File: src/core/gst_pkg.sv
// shared constants of the gated sixteen bit timer
package gst_pkg;

  localparam logic [3:0]  ADDR_CTRL    = 4'h0;
  localparam logic [3:0]  ADDR_CNT_L   = 4'h1;
  localparam logic [3:0]  ADDR_CNT_H   = 4'h2;
  localparam logic [3:0]  ADDR_FLAG    = 4'h3;
  localparam logic [3:0]  ADDR_IE      = 4'h4;
  localparam logic [3:0]  ADDR_IRQCTL  = 4'h5;
  localparam logic [3:0]  ADDR_COMPCTL = 4'h6;
  localparam logic [3:0]  ADDR_PORT    = 4'h7;
  localparam logic [3:0]  ADDR_CC_L    = 4'h8;
  localparam logic [3:0]  ADDR_CC_H    = 4'h9;
  localparam logic [3:0]  ADDR_CC_MODE = 4'hA;

  localparam int          CTL_ON       = 0;
  localparam int          CTL_CS       = 1;
  localparam int          CTL_SYNC     = 2;
  localparam int          CTL_OSC      = 3;
  localparam int          CTL_PS_LO    = 4;
  localparam int          CTL_PS_HI    = 5;
  localparam int          CTL_GE       = 6;
  localparam int          CTL_GINV     = 7;
  localparam int          FLAG_BIT     = 0;
  localparam int          IE_BIT       = 0;
  localparam int          PERIPHERAL_IRQ_ENABLE_BIT     = 6;
  localparam int          GIE_BIT      = 7;
  localparam int          GSEL_BIT     = 1;
  localparam int          MODE_CAP     = 0;
  localparam int          MODE_CMP     = 1;
  localparam int          MODE_SPEC    = 2;

  localparam logic [7:0]  CTRL_RST     = 8'h00;
  localparam logic [15:0] COUNT_RST    = 16'h0000;
  localparam logic [15:0] COUNT_MAX    = 16'hFFFF;
  localparam logic [15:0] CC_RST       = 16'h0000;
  localparam logic [2:0]  MODE_RST     = 3'h0;
  localparam logic [1:0]  DIR_FORCED   = 2'h3;
  localparam logic [1:0]  DATA_FORCED  = 2'h0;

endpackage : gst_pkg

File: src/core/gst_cc_if.sv
// link between the timer and its capture/compare unit
interface gst_cc_if;
  logic [15:0] count;
  logic        wr;
  logic [3:0]  addr;
  logic [7:0]  wdata;
  logic [7:0]  rdata;
  logic        trigger;
  logic        match;

  modport timer (output count, output wr, output addr, output wdata,
                 input rdata, input trigger, input match);
  modport unit  (input count, input wr, input addr, input wdata,
                 output rdata, output trigger, output match);
endinterface : gst_cc_if

File: src/core/gst_capcomp.sv
// capture/compare unit using the timer count as its time base
module gst_capcomp (
  input  wire logic sys_clk,
  input  wire logic rst_n,
  input  wire logic capture_pin,
  gst_cc_if.unit    cc
);

  typedef struct packed {
    logic [15:0] cc;
    logic [2:0]  mode;
    logic        s1;
    logic        s2;
    logic        s3;
    logic        eq_prev;
    logic        match;
  } gst_cc_state_type;

  gst_cc_state_type state_reg;
  gst_cc_state_type state_next;
  logic             cap_edge;
  logic             eq;

  assign cap_edge = state_reg.s2 & ~state_reg.s3;
  assign eq = state_reg.mode[gst_pkg::MODE_CMP] & (cc.count == state_reg.cc);
  assign cc.match = state_reg.match;
  assign cc.trigger = state_reg.match & state_reg.mode[gst_pkg::MODE_SPEC];

  always_comb begin
    state_next = state_reg;
    state_next.s1 = capture_pin;
    state_next.s2 = state_reg.s1;
    state_next.s3 = state_reg.s2;
    state_next.eq_prev = eq;
    state_next.match = eq & ~state_reg.eq_prev;
    if (cc.wr) begin
      case (cc.addr)
        gst_pkg::ADDR_CC_L: state_next.cc[7:0] = cc.wdata;
        gst_pkg::ADDR_CC_H: state_next.cc[15:8] = cc.wdata;
        gst_pkg::ADDR_CC_MODE: state_next.mode = cc.wdata[2:0];
        default: ;
      endcase
    end
    if (state_reg.mode[gst_pkg::MODE_CAP] && cap_edge) begin
      state_next.cc = cc.count;
    end
  end

  always_comb begin
    case (cc.addr)
      gst_pkg::ADDR_CC_L: cc.rdata = state_reg.cc[7:0];
      gst_pkg::ADDR_CC_H: cc.rdata = state_reg.cc[15:8];
      gst_pkg::ADDR_CC_MODE: cc.rdata = {5'h00, state_reg.mode};
      default: cc.rdata = 8'h00;
    endcase
  end

  always_ff @(posedge sys_clk or negedge rst_n) begin
    if (!rst_n) begin
      state_reg <= '0;
      state_reg.cc <= gst_pkg::CC_RST;
      state_reg.mode <= gst_pkg::MODE_RST;
    end else begin
      state_reg <= state_next;
    end
  end
endmodule : gst_capcomp

File: src/core/gst_timer.sv
// gated sixteen bit timer with prescaler, gate, overflow flag and trigger
//
// Contract
// - oscillator runs only while osc_enable set, also during sleep
// - oscillator enabled: port direction bits read one, data bits zero
// - unsynchronized external mode counts in sleep and can wake
// - switching sync mode may lose or add one increment
// - counter bytes read valid while counting unsynchronized clock
// - gate source selects gate pin or comparator two output
// - gating acts only when gate_enable set
// - gate_invert inverts the selected gate signal
// - counter wraps FFFF to 0000 and sets overflow_flag
// - interrupt needs flag, irq enable, peripheral and global enables
// - counting in sleep only in unsynchronized external mode
// - overflow in sleep with enables set wakes the device
// - capture copies count into capture/compare pair
// - compare match of pair and count raises an event
// - special trigger clears count without setting overflow_flag
// - counter write beats a coincident special trigger clear
// - clock_source_select: zero internal clock, one external input
// - prescaler divides by 1, 2, 4, 8, cleared by count writes
// - software writes to count bytes update the counter directly
// - counter mode increments on external clock rising edges
module gst_timer (
  input  wire logic       sys_clk,
  input  wire logic       rst_n,
  input  wire logic [3:0] bus_addr,
  input  wire logic [7:0] bus_wdata,
  input  wire logic       bus_wr,
  input  wire logic       bus_rd,
  output logic [7:0]      bus_rdata,
  input  wire logic       ext_clock_pin,
  input  wire logic       crystal_in_pin,
  input  wire logic       gate_pin,
  input  wire logic       comparator_two_output,
  input  wire logic       capture_pin,
  input  wire logic       sleep,
  input  wire logic       osc_in_dir_bit,
  input  wire logic       osc_out_dir_bit,
  input  wire logic       osc_in_port_bit,
  input  wire logic       osc_out_port_bit,
  output logic            osc_run,
  output logic            irq_request,
  output logic            wake_request,
  output logic            compare_event
);

  typedef struct packed {
    logic [7:0]  ctl;
    logic [15:0] cnt;
    logic [2:0]  pre;
    logic        flag;
    logic        ie;
    logic        peripheral_irq_enable;
    logic        global_irq_enable;
    logic        gsel;
    logic [3:0]  s1;
    logic [3:0]  s2;
    logic        s3;
    logic        s4;
    logic [7:0]  rdata;
    logic        irq;
    logic        wake;
    logic        osc;
    logic        cmp;
  } gst_state_type;

  gst_state_type state_reg;
  gst_state_type state_next;
  gst_cc_if      cc_bus ();

  logic       ext_src;
  logic       edge_async;
  logic       edge_sync;
  logic       src_tick;
  logic [1:0] ps;
  logic [2:0] pre_mask;
  logic       pre_hit;
  logic       gate_raw;
  logic       gate_open;
  logic       run;
  logic       inc;
  logic       wr_lo;
  logic       wr_hi;
  logic       cnt_wr;
  logic       quiet;
  logic       ovf;
  logic [1:0] dir_view;
  logic [1:0] data_view;

  assign cc_bus.count = state_reg.cnt;
  assign cc_bus.wr = bus_wr;
  assign cc_bus.addr = bus_addr;
  assign cc_bus.wdata = bus_wdata;

  gst_capcomp gst_capcomp_inst (
    .sys_clk     (sys_clk),
    .rst_n       (rst_n),
    .capture_pin (capture_pin),
    .cc          (cc_bus)
  );

  // external source: crystal while the oscillator runs, else the clock pin
  assign ext_src = state_reg.ctl[gst_pkg::CTL_OSC] ? state_reg.s2[1] : state_reg.s2[0];
  // unsync path sees the edge one stage before the sync path
  assign edge_async = ext_src & ~state_reg.s3;
  assign edge_sync = state_reg.s3 & ~state_reg.s4;
  assign src_tick = state_reg.ctl[gst_pkg::CTL_CS] ?
                    (state_reg.ctl[gst_pkg::CTL_SYNC] ? edge_async
                                                      : edge_sync & ~sleep)
                    : ~sleep;
  assign ps = state_reg.ctl[gst_pkg::CTL_PS_HI:gst_pkg::CTL_PS_LO];
  assign pre_mask = 3'((4'h1 << ps) - 4'h1);
  // masked compare: a prescale change never leaves the counter stuck above its top
  assign pre_hit = (state_reg.pre & pre_mask) == pre_mask;
  assign gate_raw = state_reg.gsel ? state_reg.s2[3] : state_reg.s2[2];
  assign gate_open = ~state_reg.ctl[gst_pkg::CTL_GE] |
                     (gate_raw ^ state_reg.ctl[gst_pkg::CTL_GINV]);
  assign run = state_reg.ctl[gst_pkg::CTL_ON] & gate_open;
  assign inc = run & src_tick & pre_hit;
  assign wr_lo = bus_wr & (bus_addr == gst_pkg::ADDR_CNT_L);
  assign wr_hi = bus_wr & (bus_addr == gst_pkg::ADDR_CNT_H);
  assign cnt_wr = wr_lo | wr_hi;
  assign quiet = ~cnt_wr & ~cc_bus.trigger;
  assign ovf = inc & quiet & (state_reg.cnt == gst_pkg::COUNT_MAX);
  assign dir_view = state_reg.ctl[gst_pkg::CTL_OSC] ? gst_pkg::DIR_FORCED
                                                    : {osc_out_dir_bit, osc_in_dir_bit};
  assign data_view = state_reg.ctl[gst_pkg::CTL_OSC] ? gst_pkg::DATA_FORCED
                                                     : {osc_out_port_bit, osc_in_port_bit};

  always_comb begin
    state_next = state_reg;
    state_next.s1 = {comparator_two_output, gate_pin, crystal_in_pin, ext_clock_pin};
    state_next.s2 = state_reg.s1;
    state_next.s3 = ext_src;
    state_next.s4 = state_reg.s3;
    state_next.irq = state_reg.flag & state_reg.ie & state_reg.peripheral_irq_enable & state_reg.global_irq_enable;
    state_next.wake = sleep & state_reg.ctl[gst_pkg::CTL_ON] & state_reg.flag &
                      state_reg.ie & state_reg.peripheral_irq_enable;
    state_next.osc = state_reg.ctl[gst_pkg::CTL_OSC];
    state_next.cmp = cc_bus.match;
    if (bus_wr) begin
      case (bus_addr)
        gst_pkg::ADDR_CTRL: state_next.ctl = bus_wdata;
        gst_pkg::ADDR_FLAG: state_next.flag = bus_wdata[gst_pkg::FLAG_BIT];
        gst_pkg::ADDR_IE: state_next.ie = bus_wdata[gst_pkg::IE_BIT];
        gst_pkg::ADDR_IRQCTL: begin
          state_next.peripheral_irq_enable = bus_wdata[gst_pkg::PERIPHERAL_IRQ_ENABLE_BIT];
          state_next.global_irq_enable = bus_wdata[gst_pkg::GIE_BIT];
        end
        gst_pkg::ADDR_COMPCTL: state_next.gsel = bus_wdata[gst_pkg::GSEL_BIT];
        default: ;
      endcase
    end
    // write first, then trigger clear, then counting
    if (cnt_wr) begin
      if (wr_lo) begin
        state_next.cnt[7:0] = bus_wdata;
      end
      if (wr_hi) begin
        state_next.cnt[15:8] = bus_wdata;
      end
      state_next.pre = 3'h0;
    end else if (cc_bus.trigger) begin
      state_next.cnt = gst_pkg::COUNT_RST;
    end else if (run && src_tick) begin
      state_next.pre = pre_hit ? 3'h0 : state_reg.pre + 3'h1;
      if (pre_hit) begin
        state_next.cnt = state_reg.cnt + 16'h0001;
      end
    end
    // hardware set beats a software clear
    if (ovf) begin
      state_next.flag = 1'b1;
    end
    state_next.rdata = 8'h00;
    if (bus_rd) begin
      case (bus_addr)
        gst_pkg::ADDR_CTRL: state_next.rdata = state_reg.ctl;
        gst_pkg::ADDR_CNT_L: state_next.rdata = state_reg.cnt[7:0];
        gst_pkg::ADDR_CNT_H: state_next.rdata = state_reg.cnt[15:8];
        gst_pkg::ADDR_FLAG: state_next.rdata = {7'h00, state_reg.flag};
        gst_pkg::ADDR_IE: state_next.rdata = {7'h00, state_reg.ie};
        gst_pkg::ADDR_IRQCTL: state_next.rdata = {state_reg.global_irq_enable, state_reg.peripheral_irq_enable, 6'h00};
        gst_pkg::ADDR_COMPCTL: state_next.rdata = {6'h00, state_reg.gsel, 1'b0};
        gst_pkg::ADDR_PORT: state_next.rdata = {4'h0, dir_view, data_view};
        gst_pkg::ADDR_CC_L: state_next.rdata = cc_bus.rdata;
        gst_pkg::ADDR_CC_H: state_next.rdata = cc_bus.rdata;
        gst_pkg::ADDR_CC_MODE: state_next.rdata = cc_bus.rdata;
        default: state_next.rdata = 8'h00;
      endcase
    end
  end

  always_ff @(posedge sys_clk or negedge rst_n) begin
    if (!rst_n) begin
      state_reg <= '0;
      state_reg.ctl <= gst_pkg::CTRL_RST;
      state_reg.cnt <= gst_pkg::COUNT_RST;
    end else begin
      state_reg <= state_next;
    end
  end

  assign bus_rdata = state_reg.rdata;
  assign osc_run = state_reg.osc;
  assign irq_request = state_reg.irq;
  assign wake_request = state_reg.wake;
  assign compare_event = state_reg.cmp;
endmodule : gst_timer

File: config.mk
export PLATFORM = sky130hd
export DESIGN_NAME = gst_timer
export DESIGN_NICKNAME = d
export VERILOG_FILES = /design/src/core/gst_pkg.sv /design/src/core/gst_cc_if.sv /design/src/core/gst_capcomp.sv /design/src/core/gst_timer.sv
export SDC_FILE = /design/constraint.sdc
export NUM_CORES = 1
export LEC_CHECK = 0
export ABC_AREA = 1
export BUFFER_PORTS_ARGS = -buffer_cell sky130_fd_sc_hd__buf_2
export CORE_UTILIZATION = 44
export DETAILED_ROUTE_END_ITERATION = 10
export GPL_TIMING_DRIVEN = 1
export PLACE_DENSITY = 0.67
export SLEW_MARGIN = 20
export SYNTH_ARGS = -nofsm -noshare
export SYNTH_HDL_FRONTEND = slang
export SYNTH_SLANG_ARGS = --single-unit
File: constraint.sdc
create_clock -name sys_clk -period 1.45 [get_ports sys_clk]
set_input_delay 0 -clock sys_clk [delete_from_list [all_inputs] [get_ports sys_clk]]
set_output_delay 0 -clock sys_clk [all_outputs]
set_load 0.02 [all_outputs]
==> run_results.csv, run 1 <==
group,metric,value,unit
cells_and_area,register_area,1954,µm²
yosys,synth_flop_cell,"dfrtp_1",
clock_network,ctsHtreeMaxLevel,3,
sta,finalSetupTns,-0.3744,ns
job,drv_cap,0,
sta,final-hold-violation-count,0,
detailed_routing,via_per_inst,5.507,
floorplan,num_io_pins,38,
floorplan,die_y,100.0,µm
run_status,status,"complete, but fails checks",
detailed_routing,initialDrtViolationCount,301,
power_and_ir_drop,worst_ir_drop_vdd,0.0007558,V
place,io_buffers,37,
worst_setup_path,start_kind,"register",
yosys,synth_edf_count,0,
yosys,yosysMostFrequentCell,"nand2_1",
sta,period_minus_slack,1.510,ns
global_routing,grt_pass1_wl,22760,µm
run_status,violations,"negative setup slack",
floorplan,start_util,0.4554,
clock_network,cts_tree,"built",
cells_and_area,layout-drive-gt1-share,0.2571,
worst_setup_path,reg2reg_slack,-0.06,ns
sta,finalSetupViolations,17,
worst_setup_path,path_delay_family,"simple AND/OR/NAND/NOR gates",
sta,layout_setup_ws,-0.05991,ns
place,place_area,4942,µm²
worst_setup_path,cp_max_fo,4,
cells_and_area,fillers,892,
clock_network,cts.path.max_buffers,2,
global_routing,track_usage,0.3057,
min_path,min_path_type,"in -> reg",
yosys,ys_seq_area_frac,0.4617,
sta,rsz0062_at_grt,"yes",
yosys,synth_area_leaders,"dfrtp_1, nand2_1, inv_1, o21ai_0, nor2_1",
cells_and_area,final_util,0.5898,
yosys,syn_nets,586,
detailed_routing,route.detailed.drc,0,
worst_setup_path,max_stage_delay,0.42,ns
worst_setup_path,worst-path-buf-inv,3,
cells_and_area,diodes,0,
yosys,synth_area_per_cell,7.577,µm²
power_and_ir_drop,p_leak,2.644,nW
cells_and_area,final_area,5475,µm²
worst_setup_path,crit_top_cell,"nand2_1",
sta,period_share,1.041,
worst_setup_path,crit_slowest_cell,"dfrtp_1",
floorplan,dieWidth,100.0,µm
floorplan,coreArea,9284,µm²
yosys,ys_warn_count,0,
worst_setup_path,cp.required,1.76,ns
floorplan,rows,35,
worst_setup_path,crit_arrival,1.82,ns
sta,fin_worst_skew,0.008332,ns
yosys,netlist_instances,558,
cells_and_area,largest_register_ffs,21,
place,hpwlAfterDp,10930,µm
global_routing,grt_pass1_vias,4246,
clock_network,clk_pin_slew,0.09,ns
place,gp_congestion,1.064,
yosys,async_flop_share,1.000,
clock_network,root_buffer,"clkbuf_8",
worst_setup_path,worstPathCellList,"inv_2, nand2_2, nand2_1, nand2_1, nand2_2, nand3_4, buf_4, buf_4, nor2_1, nand3_1, nand2_1",
yosys,synth_commonest_cells,"nand2_1, dfrtp_1, inv_1",
cells_and_area,multi_input_area,2047,µm²
yosys,syn_area,4228,µm²
yosys,ys_ff_latch,78,
clock_network,cts_made_buffers,9,
cells_and_area,final_nets,696,
global_routing,grt.overflow.total,0,
yosys,synthDistinctLibCells,37,
global_routing,grt_max_degree,35,
detailed_routing,drt_pass1_iterations,5,
sta,fmaxAchievable,0.6623,GHz
yosys,synth.top_cell.area_share,0.4617,
global_routing,antenna_found_initial,0,
sta,relSlewSlack,0.7101,
sta,worstMarginPinSlew,0.4349,ns
cells_and_area,areaGrowthSynthToFinish,29.51,%
power_and_ir_drop,p_per_area,1427,nW/µm²
yosys,yosysTopAreaCell,"dfrtp_1",
clock_network,cts.sinks,78,
sta,slew_viol_final,0,
worst_setup_path,cp-end-kind,"register",
floorplan,die-area,10010,µm²
worst_setup_path,crit_type,"reg -> reg",
detailed_routing,postRouteAntennaNets,0,
detailed_routing,vias,4417,
detailed_routing,routedWlPerCell,17.99,µm
clock_network,worstSkewPairLatency,0.37,ns
detailed_routing,wirelength,14430,µm
-- per-layer routing --
| metal | part of all wire | up-vias | GRT usage |
|---|---|---|---|
| met5 | 0 | - | 0 |
| met4 | 0.033 | 0 | 0.1193 |
| met3 | 0.092 | 38 | 0.05362 |
| met2 | 0.47 | 236 | 0.5013 |
| met1 | 0.41 | 2105 | 0.4044 |
| li1 | - | 2038 | - |
-- worst paths after layout --
path	start	endpoint	cells after the start
min reg2reg	state_next[14]	state_reg[14]	0
max reg2reg	state_next[1]	state_reg[27]	11
min	bus_wdata[1]	state_reg[47]	3
min in group asynchronous	rst_n	state_reg[53]	2
max in group asynchronous	rst_n	gst_capcomp_inst.state_reg[8]	3
max	state_next[1]	state_reg[27]	11
-- layout make-up --
class	count	share of cell area
Inverter	76	0.05210
Clock buffer	10	0.02331
Clock inverter	6	0.01714
Sequential cell	78	0.3569
Tap cell	129	0.02948
Multi-Input combinational cell	390	0.3739
Timing Repair Buffer	113	0.1472
-- power breakdown --
group          switching, W  internal [W]
Combinational       0.00168       0.00118
Clock              0.000879      0.000982
Sequential         0.000437       0.00265
Total               0.00299       0.00482
-- stage by stage --
step	cells	total power, W	setup WS [ns]	hold slack, ns
after detailed placement	769	0.005654	-0.1300	-0.02898
after floorplan	558	0.004445	0.03169	-0.2956
after global placement	769	0.005612	-0.06221	-0.03388
after global routing	802	0.008252	-0.1469	0.02014
final	802	0.007811	-0.05991	0.01602
after CTS	796	0.007574	0.002762	0.002666
-- timing repair --
action	in CTS	in global routing
endpoints found under the hold margin	56	0
pin swaps	9	24
setup buffers	2	5
setup endpoints to repair	16	32
hold buffers	9	0
gates resized for setup	12	37
gates cloned	0	1
-- worst reg2reg max path: stages (launching register included) --
cell and delay [ns]:
dfrtp_1 0.42, inv_2 0.07, nand2_2 0.05, nand2_1 0.07, nand2_1 0.07, nand2_2 0.11
nand3_4 0.12, buf_4 0.18, buf_4 0.13, nor2_1 0.09, nand3_1 0.08, nand2_1 0.08
-- layout by cell type (no fill, tap or decap), types with 2 or more instances in the layout --
cell | Yosys | layout
nor2_4 | 3 | 8
o211ai_1 | 6 | 6
dfrtp_2 | 0 | 2
dlygate4sd3_1 | 0 | 9
o21a_1 | 2 | 2
a21oi_1 | 10 | 10
clkbuf_8 | 0 | 9
o22ai_1 | 13 | 13
xor2_1 | 5 | 5
buf_12 | 0 | 2
buf_2 | 3 | 36
nand2_1 | 176 | 168
nor3_1 | 2 | 2
nand2_2 | 3 | 7
clkinv_4 | 0 | 2
nand2_4 | 1 | 4
inv_1 | 71 | 65
a22oi_1 | 4 | 4
inv_2 | 5 | 11
o21ai_0 | 37 | 32
o21bai_1 | 2 | 2
nand3_2 | 3 | 9
o221ai_1 | 13 | 13
nand3_4 | 1 | 2
nand3_1 | 26 | 20
o21ai_2 | 1 | 2
nor2_1 | 49 | 41
buf_4 | 8 | 66
a31oi_1 | 2 | 2
dfrtp_1 | 78 | 76
bufinv_16 | 0 | 2
o21ai_1 | 16 | 20
nor2_2 | 3 | 6
xnor2_1 | 2 | 2
a41oi_1 | 2 | 2
-- cells by family (layout without fill, tap and decap cells) --
kind of cell | after synthesis | count (layout) | share of synthesized area
adder cells (fa/ha/maj) | 2 | 2 | 0.005918
XOR/XNOR | 7 | 7 | 0.01450
buffers and inverters | 91 | 205 | 0.09056
AO/OA/AOI/OAI | 111 | 111 | 0.1604
AND/OR/NAND/NOR | 269 | 270 | 0.2669
flip-flops | 78 | 78 | 0.4617
(Power assumes the default switching activity.)
==> inputs of run 2 (changes only) <==
- PLACE_DENSITY: 0.67 -> 0.7
==> run 2 against run 1 <==
The run still ends with negative setup slack left. Highest routed layer is now met5. Design area down 1.0%. Setup slack improved by 0.016 ns. Cell count decreased by 0.50%. Sequential share of layout area grew 0.45 points. Wire length is 2.7% lower. Count of clock-buffer cells in the layout unchanged. First-iteration DRC count is 37% higher. Critical path depth is 3 lower. Power decreased by 4.4%. Global-route usage down 1.3 points. Hold slack better by 0.014 ns. Sequential power up 1%. Largest cell class unchanged.
==> run_results.csv, run 2 (synthesized netlist as in run 1, its figures left out) <==
group,metric,value,unit
sta,worstMarginPinSlew,0.3379,ns
place,hpwlAfterDp,10590,µm
global_routing,grt_pass1_vias,4145,
global_routing,grt_max_degree,28,
run_status,status,"complete, but fails checks",
sta,slew_viol_final,0,
sta,finalSetupViolations,18,
detailed_routing,postRouteAntennaNets,0,
floorplan,rows,35,
sta,rsz0062_at_grt,"yes",
run_status,violations,"negative setup slack",
global_routing,grt_pass1_wl,21850,µm
power_and_ir_drop,swShare,0.3982,
place,io_buffers,37,
global_routing,antenna_found_initial,0,
floorplan,coreArea,9284,µm²
floorplan,die_y,100.0,µm
floorplan,dieWidth,100.0,µm
min_path,hold_depth,3,
place,gp_congestion,0.9973,
power_and_ir_drop,p_leak,2.608,nW
job,drv_cap,0,
clock_network,cts_made_buffers,9,
power_and_ir_drop,comb_power_share,0.380,
cells_and_area,mostFrequentLayoutCell,"nand2_1",
sta,fmaxAchievable,0.6696,GHz
worst_setup_path,startpoint,"gst_capcomp_inst.cc.match",
sta,period_share,1.030,
power_and_ir_drop,p_per_area,1377,nW/µm²
worst_setup_path,ff2ff_path_depth,8,
power_and_ir_drop,pwr-share-clk,0.201,
clock_network,ctsHtreeMaxLevel,3,
power_and_ir_drop,worst_ir_drop_vdd,0.0006541,V
worst_setup_path,reg2reg_slack,-0.04,ns
power_and_ir_drop,switching_power,0.002972,W
cells_and_area,final_cell_mix,"nand2_1, dfrtp_1, inv_1, buf_4, nor2_1",
floorplan,die-area,10010,µm²
worst_setup_path,crit_arrival,1.79,ns
detailed_routing,initialDrtViolationCount,413,
global_routing,track_usage,0.2924,
worst_setup_path,rr_endpoint,"cc_bus.count[12]",
worst_setup_path,cp.required,1.74,ns
cells_and_area,diodes,0,
floorplan,start_util,0.4554,
min_path,min_path_type,"in -> reg",
sta,fin_worst_skew,0.008528,ns
sta,layout_setup_ws,-0.04350,ns
clock_network,worstSkewPairLatency,0.35,ns
detailed_routing,drt_pass1_iterations,7,
floorplan,num_io_pins,38,
sta,relSlewSlack,0.7739,
cells_and_area,areaGrowthSynthToFinish,28.20,%
cells_and_area,final_nets,692,
place,pre_cts_slack,-0.1935,ns
worst_setup_path,crit_type,"reg -> reg",
power_and_ir_drop,p_int,0.004492,W
power_and_ir_drop,power_frac_seq,0.419,
sta,final-hold-violation-count,0,
cells_and_area,layout-drive-gt1-share,0.2601,
detailed_routing,wirelength,14040,µm
sta,hold_ws,0.03000,ns
worst_setup_path,start_kind,"register",
detailed_routing,vias,4316,
cells_and_area,largest_register_ffs,21,
detailed_routing,via_per_inst,5.409,
clock_network,clk_pin_slew,0.09,ns
detailed_routing,route.detailed.drc,0,
worst_setup_path,cp_max_fo,8,
clock_network,cts.path.max_buffers,2,
clock_network,root_buffer,"clkbuf_8",
worst_setup_path,critPathCapture,"cc_bus.count[12]",
worst_setup_path,r2r-start,"gst_capcomp_inst.cc.match",
sta,period_minus_slack,1.494,ns
clock_network,cts.sinks,78,
worst_setup_path,cp-end-kind,"register",
global_routing,grt.overflow.total,0,
clock_network,cts_tree,"built",
detailed_routing,routedWlPerCell,17.59,µm
## run 2: cell types whose count changed in the layout (fill, tap and decap cells not counted), moves of 3 or more
cell	delta
buf_4	-6
dfrtp_1	-4
dfrtp_2	+4
inv_1	-3
inv_2	+3
## run 2: layout make-up
cell class | count | area (µm²)
timing repair buffer | 109 | 792.0
clock inverter | 6 | 46.29
multi-input combinational | 390 | 2048
inverter | 76 | 285.3
tap | 129 | 161.4
sequential | 78 | 1959
fill | 877 | 3864
clock buffer | 10 | 127.6
## run 2: through the flow
stage | instances | total power, W | TNS, ns | util | cell area [µm²]
after floorplan | 558 | 0.004445 | 0 | - | 4228
after global placement | 764 | 0.005544 | -0.5371 | 0.5310 | 4930
after detailed placement | 764 | 0.005626 | -1.598 | 0.5310 | 4930
after CTS | 792 | 0.007237 | 0 | 0.5691 | 5284
after global routing | 798 | 0.007911 | -2.179 | 0.5838 | 5420
final | 798 | 0.007464 | -0.4859 | 0.5838 | 5420
## run 2: repair_timing
action	in CTS	in global routing
cloned	0	1
setup endpoints to repair	17	30
hold endpoints to repair	86	0
pin swaps	9	14
buffers inserted	3	5
resized for setup	23	34
hold buffers	9	0
## run 2: layer usage
metal	track usage	share of wire	vias up
li1	-	-	2033
met1	0.4084	0.43	2034
met2	0.4568	0.45	194
met3	0.04109	0.074	53
met4	0.1171	0.042	2
met5	0.04103	0.0031	-
## run 2: worst min path at each step
stage          slack, ns    startpoint             to
6_report            0.03        bus_wr  state_reg[22]
5_1_grt             0.02  bus_wdata[6]  state_reg[52]
4_1_cts             0.01  bus_wdata[6]  state_reg[52]
3_5_place_dp       -0.10         rst_n  state_reg[28]
3_3_place_gp       -0.11         rst_n  state_reg[29]
2_1_floorplan      -0.30         rst_n   bus_rdata[0]
## run 2: worst max-delay path: stages (launching register included)
cell,delay [ns]
dfrtp_1,0.45
nand2_2,0.11
inv_1,0.09
nor2_4,0.22
buf_4,0.18
nand2_8,0.08
nand3_2,0.15
nand2_1,0.08
nand2_1,0.07
## run 2: power by group through the flow
stage	Clock, W	Combinational (W)	Sequential [W]
global placement	0	0.00246	0.00309
global route	0.00162	0.00312	0.00318
detailed placement	0	0.00251	0.00312
floorplan	0	0.00143	0.00301
CTS	0.00152	0.00262	0.00310
finish	0.00150	0.00284	0.00313
==> inputs of run 3 (changes only) <==
- BUFFER_PORTS_ARGS: -buffer_cell sky130_fd_sc_hd__buf_2 -> not set
- DONT_BUFFER_PORTS: not set -> 1
- PLACE_DENSITY: 0.7 -> 0.67
==> run 3 against run 2 <==
The flow finishes with violations (negative hold slack, negative setup slack). Utilization about the same. Power up 4.5%. Register-to-register slack worse by 0.03 ns. Non-clock buffer count fell by 26. Hold slack worse by 0.71 ns. Global-route usage is 0.78 points lower. Fmax shrank 1.7%. Critical path type unchanged. Highest routed layer is now met4.
==> run_results.csv, run 3 (synthesized netlist as in run 1, its figures left out) <==
group,metric,value,unit
worst_setup_path,crit_type,"reg -> reg",
place,place_area,4687,µm²
worst_setup_path,reg2reg_slack,-0.07,ns
cells_and_area,final_nets,666,
worst_setup_path,cp_max_fo,8,
sta,period_share,1.048,
clock_network,clk_pin_slew,0.09,ns
global_routing,grt_pass1_wl,20990,µm
place,hpwlAfterDp,10120,µm
cells_and_area,final_cell_mix,"nand2_1, dfrtp_1, inv_1, buf_4, nor2_1",
clock_network,hold_buffers,21,
sta,finalSetupViolations,16,
detailed_routing,routedWlPerCell,18.12,µm
cells_and_area,mostFrequentLayoutCell,"nand2_1",
clock_network,ctsHtreeMaxLevel,3,
clock_network,root_buffer,"clkbuf_8",
clock_network,worstSkewPairLatency,0.36,ns
global_routing,grt_pass1_vias,3943,
worst_setup_path,cp-end-kind,"register",
sta,final-hold-violation-count,78,
floorplan,start_util,0.4554,
worst_setup_path,cp.required,1.70,ns
cells_and_area,diodes,0,
power_and_ir_drop,worst_ir_drop_vdd,0.0008246,V
sta,slew_viol_final,0,
sta,period_minus_slack,1.519,ns
clock_network,cts.path.max_buffers,2,
run_status,violations,"negative hold slack, negative setup slack",
worst_setup_path,r2r-start,"gst_capcomp_inst.cc.match",
floorplan,dieWidth,100.0,µm
cells_and_area,final_area,5418,µm²
worst_setup_path,startpoint,"gst_capcomp_inst.cc.match",
floorplan,rows,35,
clock_network,cts.sinks,78,
detailed_routing,vias,4209,
floorplan,num_io_pins,38,
clock_network,cts_made_buffers,9,
detailed_routing,initialDrtViolationCount,386,
cells_and_area,largest_register_ffs,21,
detailed_routing,via_per_inst,5.452,
floorplan,die_y,100.0,µm
detailed_routing,postRouteAntennaNets,0,
detailed_routing,drt_pass1_iterations,6,
sta,layout_setup_ws,-0.06939,ns
worst_setup_path,critPathCapture,"cc_bus.count[3]",
power_and_ir_drop,p_per_area,1440,nW/µm²
cells_and_area,layout-drive-gt1-share,0.2224,
cells_and_area,areaGrowthSynthToFinish,28.14,%
floorplan,coreArea,9284,µm²
clock_network,cts_tree,"built",
worst_setup_path,ff2ff_path_depth,8,
sta,worstMarginPinSlew,0.4534,ns
place,gp_congestion,0.9804,
run_status,status,"complete, but fails checks",
job,drv_cap,0,
worst_setup_path,rr_endpoint,"cc_bus.count[3]",
worst_setup_path,start_kind,"register",
detailed_routing,route.detailed.drc,0,
global_routing,antenna_found_initial,0,
min_path,min_path_type,"in -> async",
global_routing,track_usage,0.2847,
sta,fin_worst_skew,0.01239,ns
global_routing,grt_max_degree,79,
power_and_ir_drop,p_leak,2.500,nW
worst_setup_path,crit_arrival,1.77,ns
global_routing,grt.overflow.total,0,
sta,fmaxAchievable,0.6582,GHz
detailed_routing,wirelength,13990,µm
sta,hold_ws,-0.6777,ns
place,io_buffers,0,
floorplan,die-area,10010,µm²
sta,relSlewSlack,0.6966,
sta,rsz0062_at_grt,"yes",
[run 3: cell types whose count changed in the layout (fill, tap and decap cells not counted), sizes merged]
cell | previous run | this run
clkinv | 3 | 0
dlygate4sd3 | 9 | 21
bufinv | 0 | 2
clkinvlp | 2 | 3
buf | 100 | 62
[run 3: metrics by stage]
step	util	power, W	setup TNS [ns]	setup slack (ns)	cells
finish	0.5836	0.007801	-0.5973	-0.06939	772
global route	0.5836	0.008224	-2.217	-0.1396	772
CTS	0.5582	0.007418	-0.2247	-0.02871	763
detailed placement	0.5049	0.005444	-1.087	-0.08359	723
global placement	0.5049	0.005412	-0.3197	-0.07843	723
floorplan	-	0.004445	0	0.03169	558
[run 3: worst min-delay path by stage]
stage / startpoint / end / cells after the start
after detailed placement: rst_n / state_reg[29] / 0
after CTS: rst_n / state_reg[29] / 0
after floorplan: rst_n / bus_rdata[0] / 0
after global routing: rst_n / cc_bus.count[6] / 0
after global placement: rst_n / state_reg[28] / 0
final: rst_n / state_reg[29] / 0
[run 3: cell type report]
type	count	area [µm²]
tap	129	161.4
clock buffer	10	127.6
timing repair buffer	83	708.2
fill	858	3866
sequential	78	1956
inverter	76	294.0
multi-input combinational	390	2078
clock inverter	6	92.59
[run 3: report_power, final]
group          switching, W  total (W)  internal, W
sequential         0.000429    0.00308      0.00265
combinational       0.00164    0.00284      0.00121
clock              0.000890    0.00187     0.000983
[run 3: layer usage]
layer,global-route usage,share of wire,vias to the layer above
met1,0.3916,0.42,2007
met5,0,0,-
li1,-,-,1979
met4,0.1070,0.034,0
met3,0.04039,0.079,34
met2,0.4578,0.47,189
[run 3: critical path, cell delays in order, from the launching register on]
cell and delay, ns:
dfrtp_1 0.43, nand2_2 0.15, inv_4 0.06, nor2_4 0.20, buf_6 0.15, nand2_8 0.07
buf_12 0.14, nand3_4 0.13, o21ai_1 0.08
[run 3: what timing repair did]
| action | 4_1_cts | 5_1_grt |
|---|---|---|
| endpoints found under the setup margin | 19 | 29 |
| gates resized for setup | 13 | 55 |
| pin swaps | 6 | 21 |
| cloned | 0 | 1 |
| buffers inserted | 3 | 9 |
| hold endpoints to repair | 126 | 78 |
